[config.mk]
export PLATFORM = sky130hd
export DESIGN_NAME = avr_readout
export DESIGN_NICKNAME = d
export VERILOG_FILES = /design/src/rtl/avr_pkg.sv /design/src/rtl/avr_readout.sv
export VERILOG_INCLUDE_DIRS = /design/src /design/src/rtl
export SDC_FILE = /design/constraint.sdc
export NUM_CORES = 1
export LEC_CHECK = 0
export BUFFER_PORTS_ARGS = -buffer_cell sky130_fd_sc_hd__buf_2
export CAP_MARGIN = 15
export CORE_MARGIN = 5
export CORE_UTILIZATION = 30
export DETAILED_ROUTE_END_ITERATION = 8
export PLACE_DENSITY = 0.61
export SETUP_SLACK_MARGIN = 0.2
export SKIP_CTS_REPAIR_TIMING = 1
export SLEW_MARGIN = 20
export SYNTH_ARGS = -nofsm -noshare
export SYNTH_HDL_FRONTEND = slang
export SYNTH_SLANG_ARGS = --single-unit
[constraint.sdc]
create_clock -name clk -period 3.53 [get_ports clk]
set_input_delay 0.353 -clock clk [delete_from_list [all_inputs] [get_ports clk]]
set_output_delay 0.353 -clock clk [all_outputs]
set_load 0.1 [all_outputs]
[src/rtl/avr_params.svh]
// register map, function codes and limits of the measurement readout bank
`ifndef AVR_PARAMS_SVH
`define AVR_PARAMS_SVH
`define AVR_FC_READ_HOLD 8'h03
`define AVR_FC_READ_INPUT 8'h04
`define AVR_EXC_ILL_FUNC 8'h01
`define AVR_EXC_ILL_ADDR 8'h02
`define AVR_EXC_ILL_VALUE 8'h03
`define AVR_QTY_MIN 16'h0001
`define AVR_QTY_MAX 16'h007d
`define AVR_TC_FLT_LO 16'h03ea
`define AVR_TC_FLT_HI 16'h03eb
`define AVR_TF_FLT_LO 16'h03ec
`define AVR_TF_FLT_HI 16'h03ed
`define AVR_VM_FLT_LO 16'h0410
`define AVR_VM_FLT_HI 16'h0411
`define AVR_VF_FLT_LO 16'h0412
`define AVR_VF_FLT_HI 16'h0413
`define AVR_TC_INT 16'h0fa1
`define AVR_TF_INT 16'h0fa2
`define AVR_VM_INT 16'h0fb4
`define AVR_VF_INT 16'h0fb5
`define AVR_RESET_WORD 16'h0000
`endif

[src/rtl/avr_pkg.sv]
// types shared by the measurement readout bank
`default_nettype none
package avr_pkg;
   typedef struct packed {
      logic [31:0] temp_celsius_float;
      logic [31:0] temp_fahrenheit_float;
      logic [31:0] velocity_mps_float;
      logic [31:0] velocity_ftmin_float;
      logic [15:0] temp_celsius_scaled;
      logic [15:0] temp_fahrenheit_scaled;
      logic [15:0] velocity_mps_scaled;
      logic [15:0] velocity_ftmin_scaled;
   } avr_meas_s;
   typedef struct packed {
      logic [7:0] func;
      logic [15:0] addr;
      logic [15:0] qty;
   } avr_req_s;
   typedef enum logic {ST_IDLE, ST_SEND} avr_state_e;
endpackage
`default_nettype wire

[src/rtl/avr_readout.sv]
// read-only measurement register bank answering decoded read requests
// What this block does
// - function codes 0x03 and 0x04 both read every measurement, same contents.
// - float pairs at 0x3ea, 0x3ec, 0x410, 0x412 for degC, degF, m/s, ft/min.
// - scaled integers at 0xfa1, 0xfa2, 0xfb4, 0xfb5, one register each.
// - integers are value times 100, 50, 100 and 1 respectively.
// - request address equals one-based register number minus one.
// - floats are IEEE754 single precision: sign, 8 exponent, 23 mantissa bits.
// - lower address holds low mantissa half, higher one sign/exponent; high byte first.
// - metric/imperial choice fixed at manufacture, never changed afterwards.
// - both float halves come from one sample within one read.
`timescale 1ns/1ns
`default_nettype none
`include "avr_params.svh"
module avr_readout (
   input wire logic clk,
   input wire logic srst,
   input wire avr_pkg::avr_meas_s meas,
   input wire logic unit_imperial_strap,
   input wire logic req_valid,
   input wire avr_pkg::avr_req_s req,
   output logic req_ready,
   output logic rsp_valid,
   output logic [15:0] rsp_data,
   output logic rsp_last,
   output logic rsp_exc,
   output logic [7:0] rsp_exc_code,
   output logic unit_imperial
);
   avr_pkg::avr_state_e state_q, state_d;
   avr_pkg::avr_meas_s snap_q, snap_d;
   logic [15:0] addr_q, addr_d;
   logic [15:0] left_q, left_d;
   logic ready_q, ready_d;
   logic valid_q, valid_d;
   logic [15:0] data_q, data_d;
   logic last_q, last_d;
   logic exc_q, exc_d;
   logic [7:0] code_q, code_d;
   logic first_q, first_d;
   logic unit_q, unit_d;
   logic taken;
   logic func_ok;
   logic qty_ok;
   logic map_ok;
   logic [16:0] end_addr;

   // float pair: lower address low mantissa half, upper address sign and exponent
   function automatic logic [15:0] word_at(input logic [15:0] a, input avr_pkg::avr_meas_s m);
      logic [15:0] w;
      w = `AVR_RESET_WORD;
      case (a)
         `AVR_TC_FLT_LO: w = m.temp_celsius_float[15:0];
         `AVR_TC_FLT_HI: w = m.temp_celsius_float[31:16];
         `AVR_TF_FLT_LO: w = m.temp_fahrenheit_float[15:0];
         `AVR_TF_FLT_HI: w = m.temp_fahrenheit_float[31:16];
         `AVR_VM_FLT_LO: w = m.velocity_mps_float[15:0];
         `AVR_VM_FLT_HI: w = m.velocity_mps_float[31:16];
         `AVR_VF_FLT_LO: w = m.velocity_ftmin_float[15:0];
         `AVR_VF_FLT_HI: w = m.velocity_ftmin_float[31:16];
         `AVR_TC_INT: w = m.temp_celsius_scaled;
         `AVR_TF_INT: w = m.temp_fahrenheit_scaled;
         `AVR_VM_INT: w = m.velocity_mps_scaled;
         `AVR_VF_INT: w = m.velocity_ftmin_scaled;
         default: w = `AVR_RESET_WORD;
      endcase
      return w;
   endfunction

   // whole span must sit inside one mapped block; no partial answers
   always_comb
   begin
      taken = req_valid && ready_q;
      func_ok = (req.func == `AVR_FC_READ_HOLD) || (req.func == `AVR_FC_READ_INPUT);
      qty_ok = (req.qty >= `AVR_QTY_MIN) && (req.qty <= `AVR_QTY_MAX);
      end_addr = 17'({1'b0, req.addr} + {1'b0, req.qty} - 17'h1);
      map_ok = ((req.addr >= `AVR_TC_FLT_LO) && (end_addr <= {1'b0, `AVR_VF_FLT_HI})
                && (req.addr <= `AVR_TF_FLT_HI) && (end_addr <= {1'b0, `AVR_TF_FLT_HI}))
               || ((req.addr >= `AVR_VM_FLT_LO) && (end_addr <= {1'b0, `AVR_VF_FLT_HI}))
               || ((req.addr >= `AVR_TC_INT) && (end_addr <= {1'b0, `AVR_TF_INT}))
               || ((req.addr >= `AVR_VM_INT) && (end_addr <= {1'b0, `AVR_VF_INT}));
   end

   always_comb
   begin
      state_d = state_q;
      snap_d = snap_q;
      addr_d = addr_q;
      left_d = left_q;
      ready_d = ready_q;
      valid_d = 1'b0;
      data_d = data_q;
      last_d = 1'b0;
      exc_d = 1'b0;
      code_d = code_q;
      unique case (state_q)
         avr_pkg::ST_IDLE:
         begin
            ready_d = 1'b1;
            if (taken)
            begin
               if (!func_ok)
               begin
                  exc_d = 1'b1;
                  code_d = `AVR_EXC_ILL_FUNC;
               end
               else if (!qty_ok)
               begin
                  exc_d = 1'b1;
                  code_d = `AVR_EXC_ILL_VALUE;
               end
               else if (!map_ok)
               begin
                  exc_d = 1'b1;
                  code_d = `AVR_EXC_ILL_ADDR;
               end
               else
               begin
                  // one snapshot per request keeps float halves coherent
                  snap_d = meas;
                  addr_d = req.addr;
                  left_d = req.qty;
                  ready_d = 1'b0;
                  state_d = avr_pkg::ST_SEND;
               end
            end
         end
         avr_pkg::ST_SEND:
         begin
            valid_d = 1'b1;
            data_d = word_at(addr_q, snap_q);
            addr_d = 16'(addr_q + 16'h1);
            left_d = 16'(left_q - 16'h1);
            if (left_q == `AVR_QTY_MIN)
            begin
               last_d = 1'b1;
               ready_d = 1'b1;
               state_d = avr_pkg::ST_IDLE;
            end
         end
      endcase
   end

   always_ff @(posedge clk)
   begin
      if (srst)
      begin
         state_q <= avr_pkg::ST_IDLE;
         snap_q <= '0;
         addr_q <= `AVR_RESET_WORD;
         left_q <= `AVR_RESET_WORD;
         ready_q <= 1'b0;
         valid_q <= 1'b0;
         data_q <= `AVR_RESET_WORD;
         last_q <= 1'b0;
         exc_q <= 1'b0;
         code_q <= 8'h00;
      end
      else
      begin
         state_q <= state_d;
         snap_q <= snap_d;
         addr_q <= addr_d;
         left_q <= left_d;
         ready_q <= ready_d;
         valid_q <= valid_d;
         data_q <= data_d;
         last_q <= last_d;
         exc_q <= exc_d;
         code_q <= code_d;
      end
   end

   // unit choice caught once after reset release; later strap changes are ignored
   always_comb
   begin
      first_d = 1'b0;
      unit_d = first_q ? unit_imperial_strap : unit_q;
   end

   always_ff @(posedge clk)
   begin
      if (srst)
      begin
         first_q <= 1'b1;
         unit_q <= 1'b0;
      end
      else
      begin
         first_q <= first_d;
         unit_q <= unit_d;
      end
   end

   assign req_ready = ready_q;
   assign rsp_valid = valid_q;
   assign rsp_data = data_q;
   assign rsp_last = last_q;
   assign rsp_exc = exc_q;
   assign rsp_exc_code = code_q;
   assign unit_imperial = unit_q;

   property p_read_fc_ok;
      @(posedge clk) disable iff (srst)
      taken && func_ok && qty_ok && map_ok |-> ##2 rsp_valid && !rsp_exc;
   endproperty
   a_read_fc_ok: assert property (p_read_fc_ok) else $error("read request not served");

   property p_bad_func;
      @(posedge clk) disable iff (srst)
      taken && !func_ok |=> rsp_exc && rsp_exc_code == `AVR_EXC_ILL_FUNC && !rsp_valid;
   endproperty
   a_bad_func: assert property (p_bad_func) else $error("bad function not refused");

   property p_bad_addr;
      @(posedge clk) disable iff (srst)
      taken && func_ok && qty_ok && !map_ok |=> rsp_exc && rsp_exc_code == `AVR_EXC_ILL_ADDR;
   endproperty
   a_bad_addr: assert property (p_bad_addr) else $error("unmapped address not refused");

   property p_float_lo;
      @(posedge clk) disable iff (srst)
      state_q == avr_pkg::ST_SEND && addr_q == `AVR_TC_FLT_LO
         |=> rsp_valid && rsp_data == snap_q.temp_celsius_float[15:0];
   endproperty
   a_float_lo: assert property (p_float_lo) else $error("float low half wrong");

   property p_float_hi;
      @(posedge clk) disable iff (srst)
      state_q == avr_pkg::ST_SEND && addr_q == `AVR_VM_FLT_HI
         |=> rsp_data == snap_q.velocity_mps_float[31:16];
   endproperty
   a_float_hi: assert property (p_float_hi) else $error("float high half wrong");

   property p_scaled;
      @(posedge clk) disable iff (srst)
      state_q == avr_pkg::ST_SEND && addr_q == `AVR_VF_INT
         |=> rsp_data == snap_q.velocity_ftmin_scaled;
   endproperty
   a_scaled: assert property (p_scaled) else $error("scaled word wrong");

   property p_start_addr;
      @(posedge clk) disable iff (srst)
      taken && func_ok && qty_ok && map_ok |=> addr_q == $past(req.addr);
   endproperty
   a_start_addr: assert property (p_start_addr) else $error("start address not kept");

   property p_snap_stable;
      @(posedge clk) disable iff (srst)
      state_q == avr_pkg::ST_SEND |=> $stable(snap_q);
   endproperty
   a_snap_stable: assert property (p_snap_stable) else $error("snapshot moved in read");

   property p_unit_fixed;
      @(posedge clk) disable iff (srst)
      !first_q |=> $stable(unit_imperial);
   endproperty
   a_unit_fixed: assert property (p_unit_fixed) else $error("unit selection changed");

   c_float_pair: cover property (@(posedge clk) disable iff (srst)
      taken && req.addr == `AVR_TC_FLT_LO && req.qty == 16'h0002 ##3 rsp_last);
   c_input_fc: cover property (@(posedge clk) disable iff (srst)
      taken && req.func == `AVR_FC_READ_INPUT && map_ok);
   c_exception: cover property (@(posedge clk) disable iff (srst)
      rsp_exc && rsp_exc_code == `AVR_EXC_ILL_ADDR);
endmodule
`default_nettype wire

# After elaboration in Yosys (flattened, before gate mapping)

Cells that the tools add are included.

Add/sub/neg operators: 4
Magnitude comparators: 11
Equal/unequal tests: 21
Muxes and demuxes: 29
Bitwise logic cells: 2
Reduce and logical (&&, ||, !) cells: 17

Operators with widths:

| kind                                                   | count |
|---|---|
| one-hot mux 16 bit (12 select lines)                   | 1 |
| 2-to-1 mux 16 bit                                      | 8 |
| equality test 16 x 10 -> 1 bit (second input constant) | 4 |
| equality test 16 x 11 -> 1 bit (second input constant) | 4 |
| equality test 16 x 12 -> 1 bit (second input constant) | 4 |
| one-hot mux 16 bit (2 select lines)                    | 2 |
| <= comparator 17 x 12 -> 1 bit (second input constant) | 2 |
| >= comparator 16 x 12 -> 1 bit (second input constant) | 2 |
| 2-to-1 mux 8 bit                                       | 3 |
| adder 16 x 16 -> 17 bit                                | 1 |
| <= comparator 17 x 10 -> 1 bit (second input constant) | 1 |
| <= comparator 17 x 11 -> 1 bit (second input constant) | 1 |
| subtractor 17 x 1 -> 17 bit (second input constant)    | 1 |
| adder 16 x 1 -> 16 bit (second input constant)         | 1 |
| equality test 16 x 1 -> 1 bit (second input constant)  | 1 |
| >= comparator 16 x 1 -> 1 bit (second input constant)  | 1 |
| >= comparator 16 x 10 -> 1 bit (second input constant) | 1 |
| >= comparator 16 x 11 -> 1 bit (second input constant) | 1 |
| <= comparator 16 x 10 -> 1 bit (second input constant) | 1 |
| <= comparator 16 x 7 -> 1 bit (second input constant)  | 1 |
| subtractor 16 x 1 -> 16 bit (second input constant)    | 1 |
| 2-to-1 mux 1 bit                                       | 13 |
| equality test 8 x 2 -> 1 bit (second input constant)   | 1 |
| equality test 8 x 3 -> 1 bit (second input constant)   | 1 |
| 12 further kinds                                       | 27 |

Bits in registers: 255
Input bits: 236
Output and inout bits: 29
Logic and storage cells: 103

# Depth between registers and ports, before layout

Depth in word-level cells: 14
Mapped depth: 18
Mapped depth without buffers: 15

# Worst setup path before layout

Ideal clock, no wire load.

Path kind: input-to-reg
Start: input port req[1] (netlist bit)
End: register addr_q[13]
Library setup time: 114 ps
Arrival: 3,543 ps
Data required time: 3,416 ps
Setup slack: -127 ps
Cell stages on the path: 17
Cell sequence: inv_1 > ha_1 > inv_1 > ha_1 > inv_1 > fa_1 > nand2b_1 > a21oi_1 > xor2_1 > o2111ai_1 > o31ai_1 > nor3_1 > or4_1 > buf_2 > buf_2 > a32o_1 > a21o_1

Cells in the longest elaborated chain, start to end: 11
Elaborated cells on any way between the ends: 21
Classes of those cells: 2 x add/sub; 6 x order compare; 2 x eq/ne; 11 x reduce/logical

Ends and longest elaborated chain:

| what                                   | RTL line                             | RTL |
|---|---|---|
| from (decl)                            | avr_readout.sv:21                    | `input wire avr_pkg::avr_req_s req,` |
| adder 16 x 16 -> 17 bit                | avr_readout.sv:76                    | `end_addr = 17'({1'b0, req.addr} + {1'b0, req.qty} - 17'h1);` |
| subtractor 17 x 1 -> 17 bit            | avr_readout.sv:76                    |  |
| <= comparator 17 x 11 -> 1 bit         | avr_readout.sv:77, avr_readout.sv:79 |  |
| logical AND 1 bit (3 in a row)         | avr_readout.sv:77                    | `` map_ok = ((req.addr >= `AVR_TC_FLT_LO) && (end_addr <= {1'b0, `AVR_VF_FLT_HI}) `` |
| logical OR 1 bit (3 in a row)          | avr_readout.sv:77                    |  |
| != test 2 bit (no source line)         | -                                    |  |
| AND reduction 4 bit (no source line) * | -                                    |  |
| to (signal assigned)                   | avr_readout.sv:150                   | `` addr_q <= `AVR_RESET_WORD; `` |
| to (signal assigned)                   | avr_readout.sv:163                   | `addr_q <= addr_d;` |
| to (decl)                              | avr_readout.sv:32                    | `logic [15:0] addr_q, addr_d;` |

Mark *: on every way between the ends. The rest lies on a longest branch, timed or not.
A chain may end at the register's enable or synchronous reset.

# Final worst setup path

Start: input port req[17] (netlist bit)
End: register snap_q[115] (netlist bit)

Cells in the longest elaborated chain, start to end: 10
Elaborated cells on any way between the ends: 21
Classes of those cells: 2 x add/sub; 9 x order compare; 10 x reduce/logical

Ends and longest elaborated chain:

| what                                   | RTL line                             | RTL |
|---|---|---|
| adder 16 x 16 -> 17 bit                | avr_readout.sv:76                    |  |
| subtractor 17 x 1 -> 17 bit            | avr_readout.sv:76                    |  |
| <= comparator 17 x 11 -> 1 bit         | avr_readout.sv:77, avr_readout.sv:79 |  |
| logical AND 1 bit (3 in a row)         | avr_readout.sv:77                    |  |
| logical OR 1 bit (2 in a row)          | avr_readout.sv:77                    |  |
| logical OR 1 bit *                     | avr_readout.sv:77                    |  |
| AND reduction 5 bit (no source line) * | -                                    |  |
| to (signal assigned)                   | avr_readout.sv:162                   | `snap_q <= snap_d;` |
| to (decl)                              | avr_readout.sv:31                    | `avr_pkg::avr_meas_s snap_q, snap_d;` |

Marked as above.

==> out/metrics.yaml <==
via_per_inst: 5.55
clk_pin_slew_worst_paths_ns: 0.06
gp_congestion: 0.857
synth.avg_cell_area_um2: 7.89
synth_ff_type: "dfxtp_1"
drv_cap: 0
clkLatencyLatePin_ns: 0.58
vias: 13600
total_power_mw: 7.22
synth_async_sr_flop_share_pct: 0
seq_area_frac_synth_pct: 39.1
yosys.cell_types.count: 70
peakVddDrop_mv: 0.366
setup.worst_path.start: "req[17]"
routed_wl_mm: 48.4
firstDrtPassIters: 6
p_clk_share_pct: 47.7
syn-cell-area_mm2: 0.0127
grt_max_degree: 224
synth_commonest_cells: "a21oi_1, dfxtp_1, nand3_1"
cts_num_sinks: 249
outcome: "finished clean"
die-area_mm2: 0.0467
yosysMostFrequentCell: "a21oi_1"
numPlacedInstances: 2384
use_met3_pct: 3.06
grt-ovfl-total: 0
sequentialPowerShare_pct: 39.0
htreeDepth: 1
synth_top_family_by_area: "compound AO/OA/AOI/OAI gates"
holdCritStartpoint: "meas[77]"
clock.fmax_ghz: 0.311
r2r-start: "addr_q[12]"
area_growth_syn_to_layout_pct: 32.5
nets: 2161
syn_inst: 1614
synthSimpleGateAreaFrac_pct: 17.9
grt_pass1_wl_mm: 71.9
muxShareOfSynthArea_pct: 0.157
port_buffers: 258
global_route.usage.met2_pct: 29.9
die_w_um: 216
synth_xor_area_share_pct: 1.92
final_cells: 2449
internal-power_mw: 5.41
antenna_found_initial: 2
tightest_slew_ns: 1.16
yosys_warnings: 0
crit_chain: "clkbuf_4 > inv_12 > ha_4 > inv_2 > ha_4 > inv_2 > fa_2 > nand2b_4 > a21o_1 > a21oi_1 > nor4_1 > nor2_1 > a31oi_1 > or4_4 > buf_4 > buf_12 > nand3_1 > a21oi_1"
end_kind: "flip-flop"
gr-max-usage-layer: "met2"
wire_per_inst_um: 19.8
synthAdderAreaFrac_pct: 3.79
crit_type: "input pin to flip-flop"
drv_slew: 0
hold_viol_final: 0
p_sw_mw: 1.82
row_count: 75
synth.area.top_cells: "dfxtp_1, a21oi_1, nand3_1"
cp_data_required_time_ns: 3.94
cpLargestDelayFamily: "simple AND/OR/NAND/NOR gates"
detail-route-antenna-nets: 0
pwr-share-comb_pct: 13.3
cp-start-kind: "input pin"
use_met1_pct: 26.2
hp-class: "input pin to flip-flop"
drcViolationCount: 0
setup_viol: 0
ctsRootBufferMaster: "clkbuf_16"
synth_top_area_share_pct: 39.1
critPathMaxStageDelay_ns: 0.56
drt_iter0_drc: 1632
initial_core_util_pct: 30.4
critical_path_buf_inv_count: 6
rsz0062_at_grt: "yes"
crit_path_top_delay_cell: "or4_4"
cts_tree: "yes"
grt_use_total_pct: 18.8
clockBufferDepth: 3
num_io_pins: 265
p_leak_nw: 6.43
p_sw_share_pct: 25.2
slew_headroom_pct: 22.7
worstPathArrival_ns: 3.63
crit_fanout: 37
yosysTopAreaCell: "dfxtp_1"
grt_pass1_vias: 13000
die_y_um: 216
ys_ff_latch: 249
synth-edff-count: 0
synth-compound-area-share_pct: 29.5
fin_crit_sh_pct: 91.2
drive_above_1_share_pct: 27.8
coreArea_mm2: 0.0419
skew_ns: 0.0342
dp_hpwl_mm: 34.6
numCtsBuffers: 29
pwr_density_cell_mw_per_mm2: 428
period_minus_slack_ns: 3.22
logic make-up (layout without fill, tap and decap cells):
family	Yosys count	in the layout
compound gates	627	627
simple gates	437	437
flops	249	249
buf+inv	233	523
fa+ha+maj	38	38
xor+xnor	27	27
mux	2	2
other cells	1	7
state kept, by name (all words and copies together), names as in the netlist:
signal / count
snap_q: 192
addr_q: 16
left_q: 16
rsp_data: 16
rsp_exc_code: 2
first_q: 1
req_ready: 1
rsp_exc: 1
rsp_last: 1
rsp_valid: 1
state_q: 1
unit_imperial: 1
worst reg2reg max path, delay by kind of cell (launching register included):
kind | cells | cell delay [ns]
and+or+nand+nor | 7 | 1.72
DFF | 1 | 0.35
AOI/OAI and AO/OA | 2 | 0.51
buffers and inverters | 1 | 0.26
routing by layer:
metal	routed length (um)	up-vias	part of all wire, %
li1	-	6458	-
met1	21400	6478	44
met2	21800	568	45
met3	3570	80	7.4
met4	1560	0	3.2
met5	0	-	0
metrics by stage:
stage	setup slack [ns]	hold slack (ns)	util (%)	TNS [ns]	area, um2
3_5_place_dp	-0.366	0.457	36.8	-61.41	15400
3_3_place_gp	-0.369	0.453	36.8	-58.39	15400
5_1_grt	0.172	0.0263	40.2	0	16900
6_report	0.310	0.0302	40.2	0	16900
4_1_cts	0.222	0.0123	39.4	0	16500
2_1_floorplan	0.115	0.381	-	0	13000
cell type report:
| class | instances | area, um2 |
|---|---|---|
| Timing Repair Buffer | 398 | 2730 |
| Tap cell | 539 | 674 |
| Clock inverter | 20 | 333 |
| Sequential cell | 249 | 4980 |
| Antenna cell | 1 | 2.50 |
| Fill cell | 4243 | 25100 |
| Clock buffer | 33 | 771 |
| Multi-Input combinational cell | 1137 | 7090 |
| Inverter | 72 | 288 |
power groups by stage:
stage / clock [mW] / sequential [mW] / combinational [mW]
floorplan: 0 / 2.90 / 0.481
detailed placement: 0 / 2.88 / 0.893
global route: 3.61 / 2.81 / 1.04
CTS: 3.49 / 2.82 / 0.896
global placement: 0 / 2.88 / 0.886
finish: 3.45 / 2.82 / 0.961
cells in the final DEF, fill, tap and decap left out, drive strengths merged, types with 19 or more instances in the layout:
| master | count |
|---|---|
| ha | 37 |
| a21oi | 251 |
| inv | 75 |
| nor3 | 31 |
| buf | 391 |
| a22oi | 32 |
| nand2b | 27 |
| nor2 | 36 |
| nand3 | 214 |
| nand2 | 54 |
| dfxtp | 249 |
| xor2 | 22 |
| o21ai | 208 |
| nor4 | 19 |
| clkbuf | 40 |
final timing paths:
check / to / slack, ns / cells past startpoint
max reg2reg: rsp_data[4] / 0.63 / 10
max: snap_q[115] / 0.31 / 18
min reg2reg: rsp_data[1] / 0.47 / 2
min: snap_q[77] / 0.03 / 3
No activity file was read; power rests on OpenSTA's default activity.
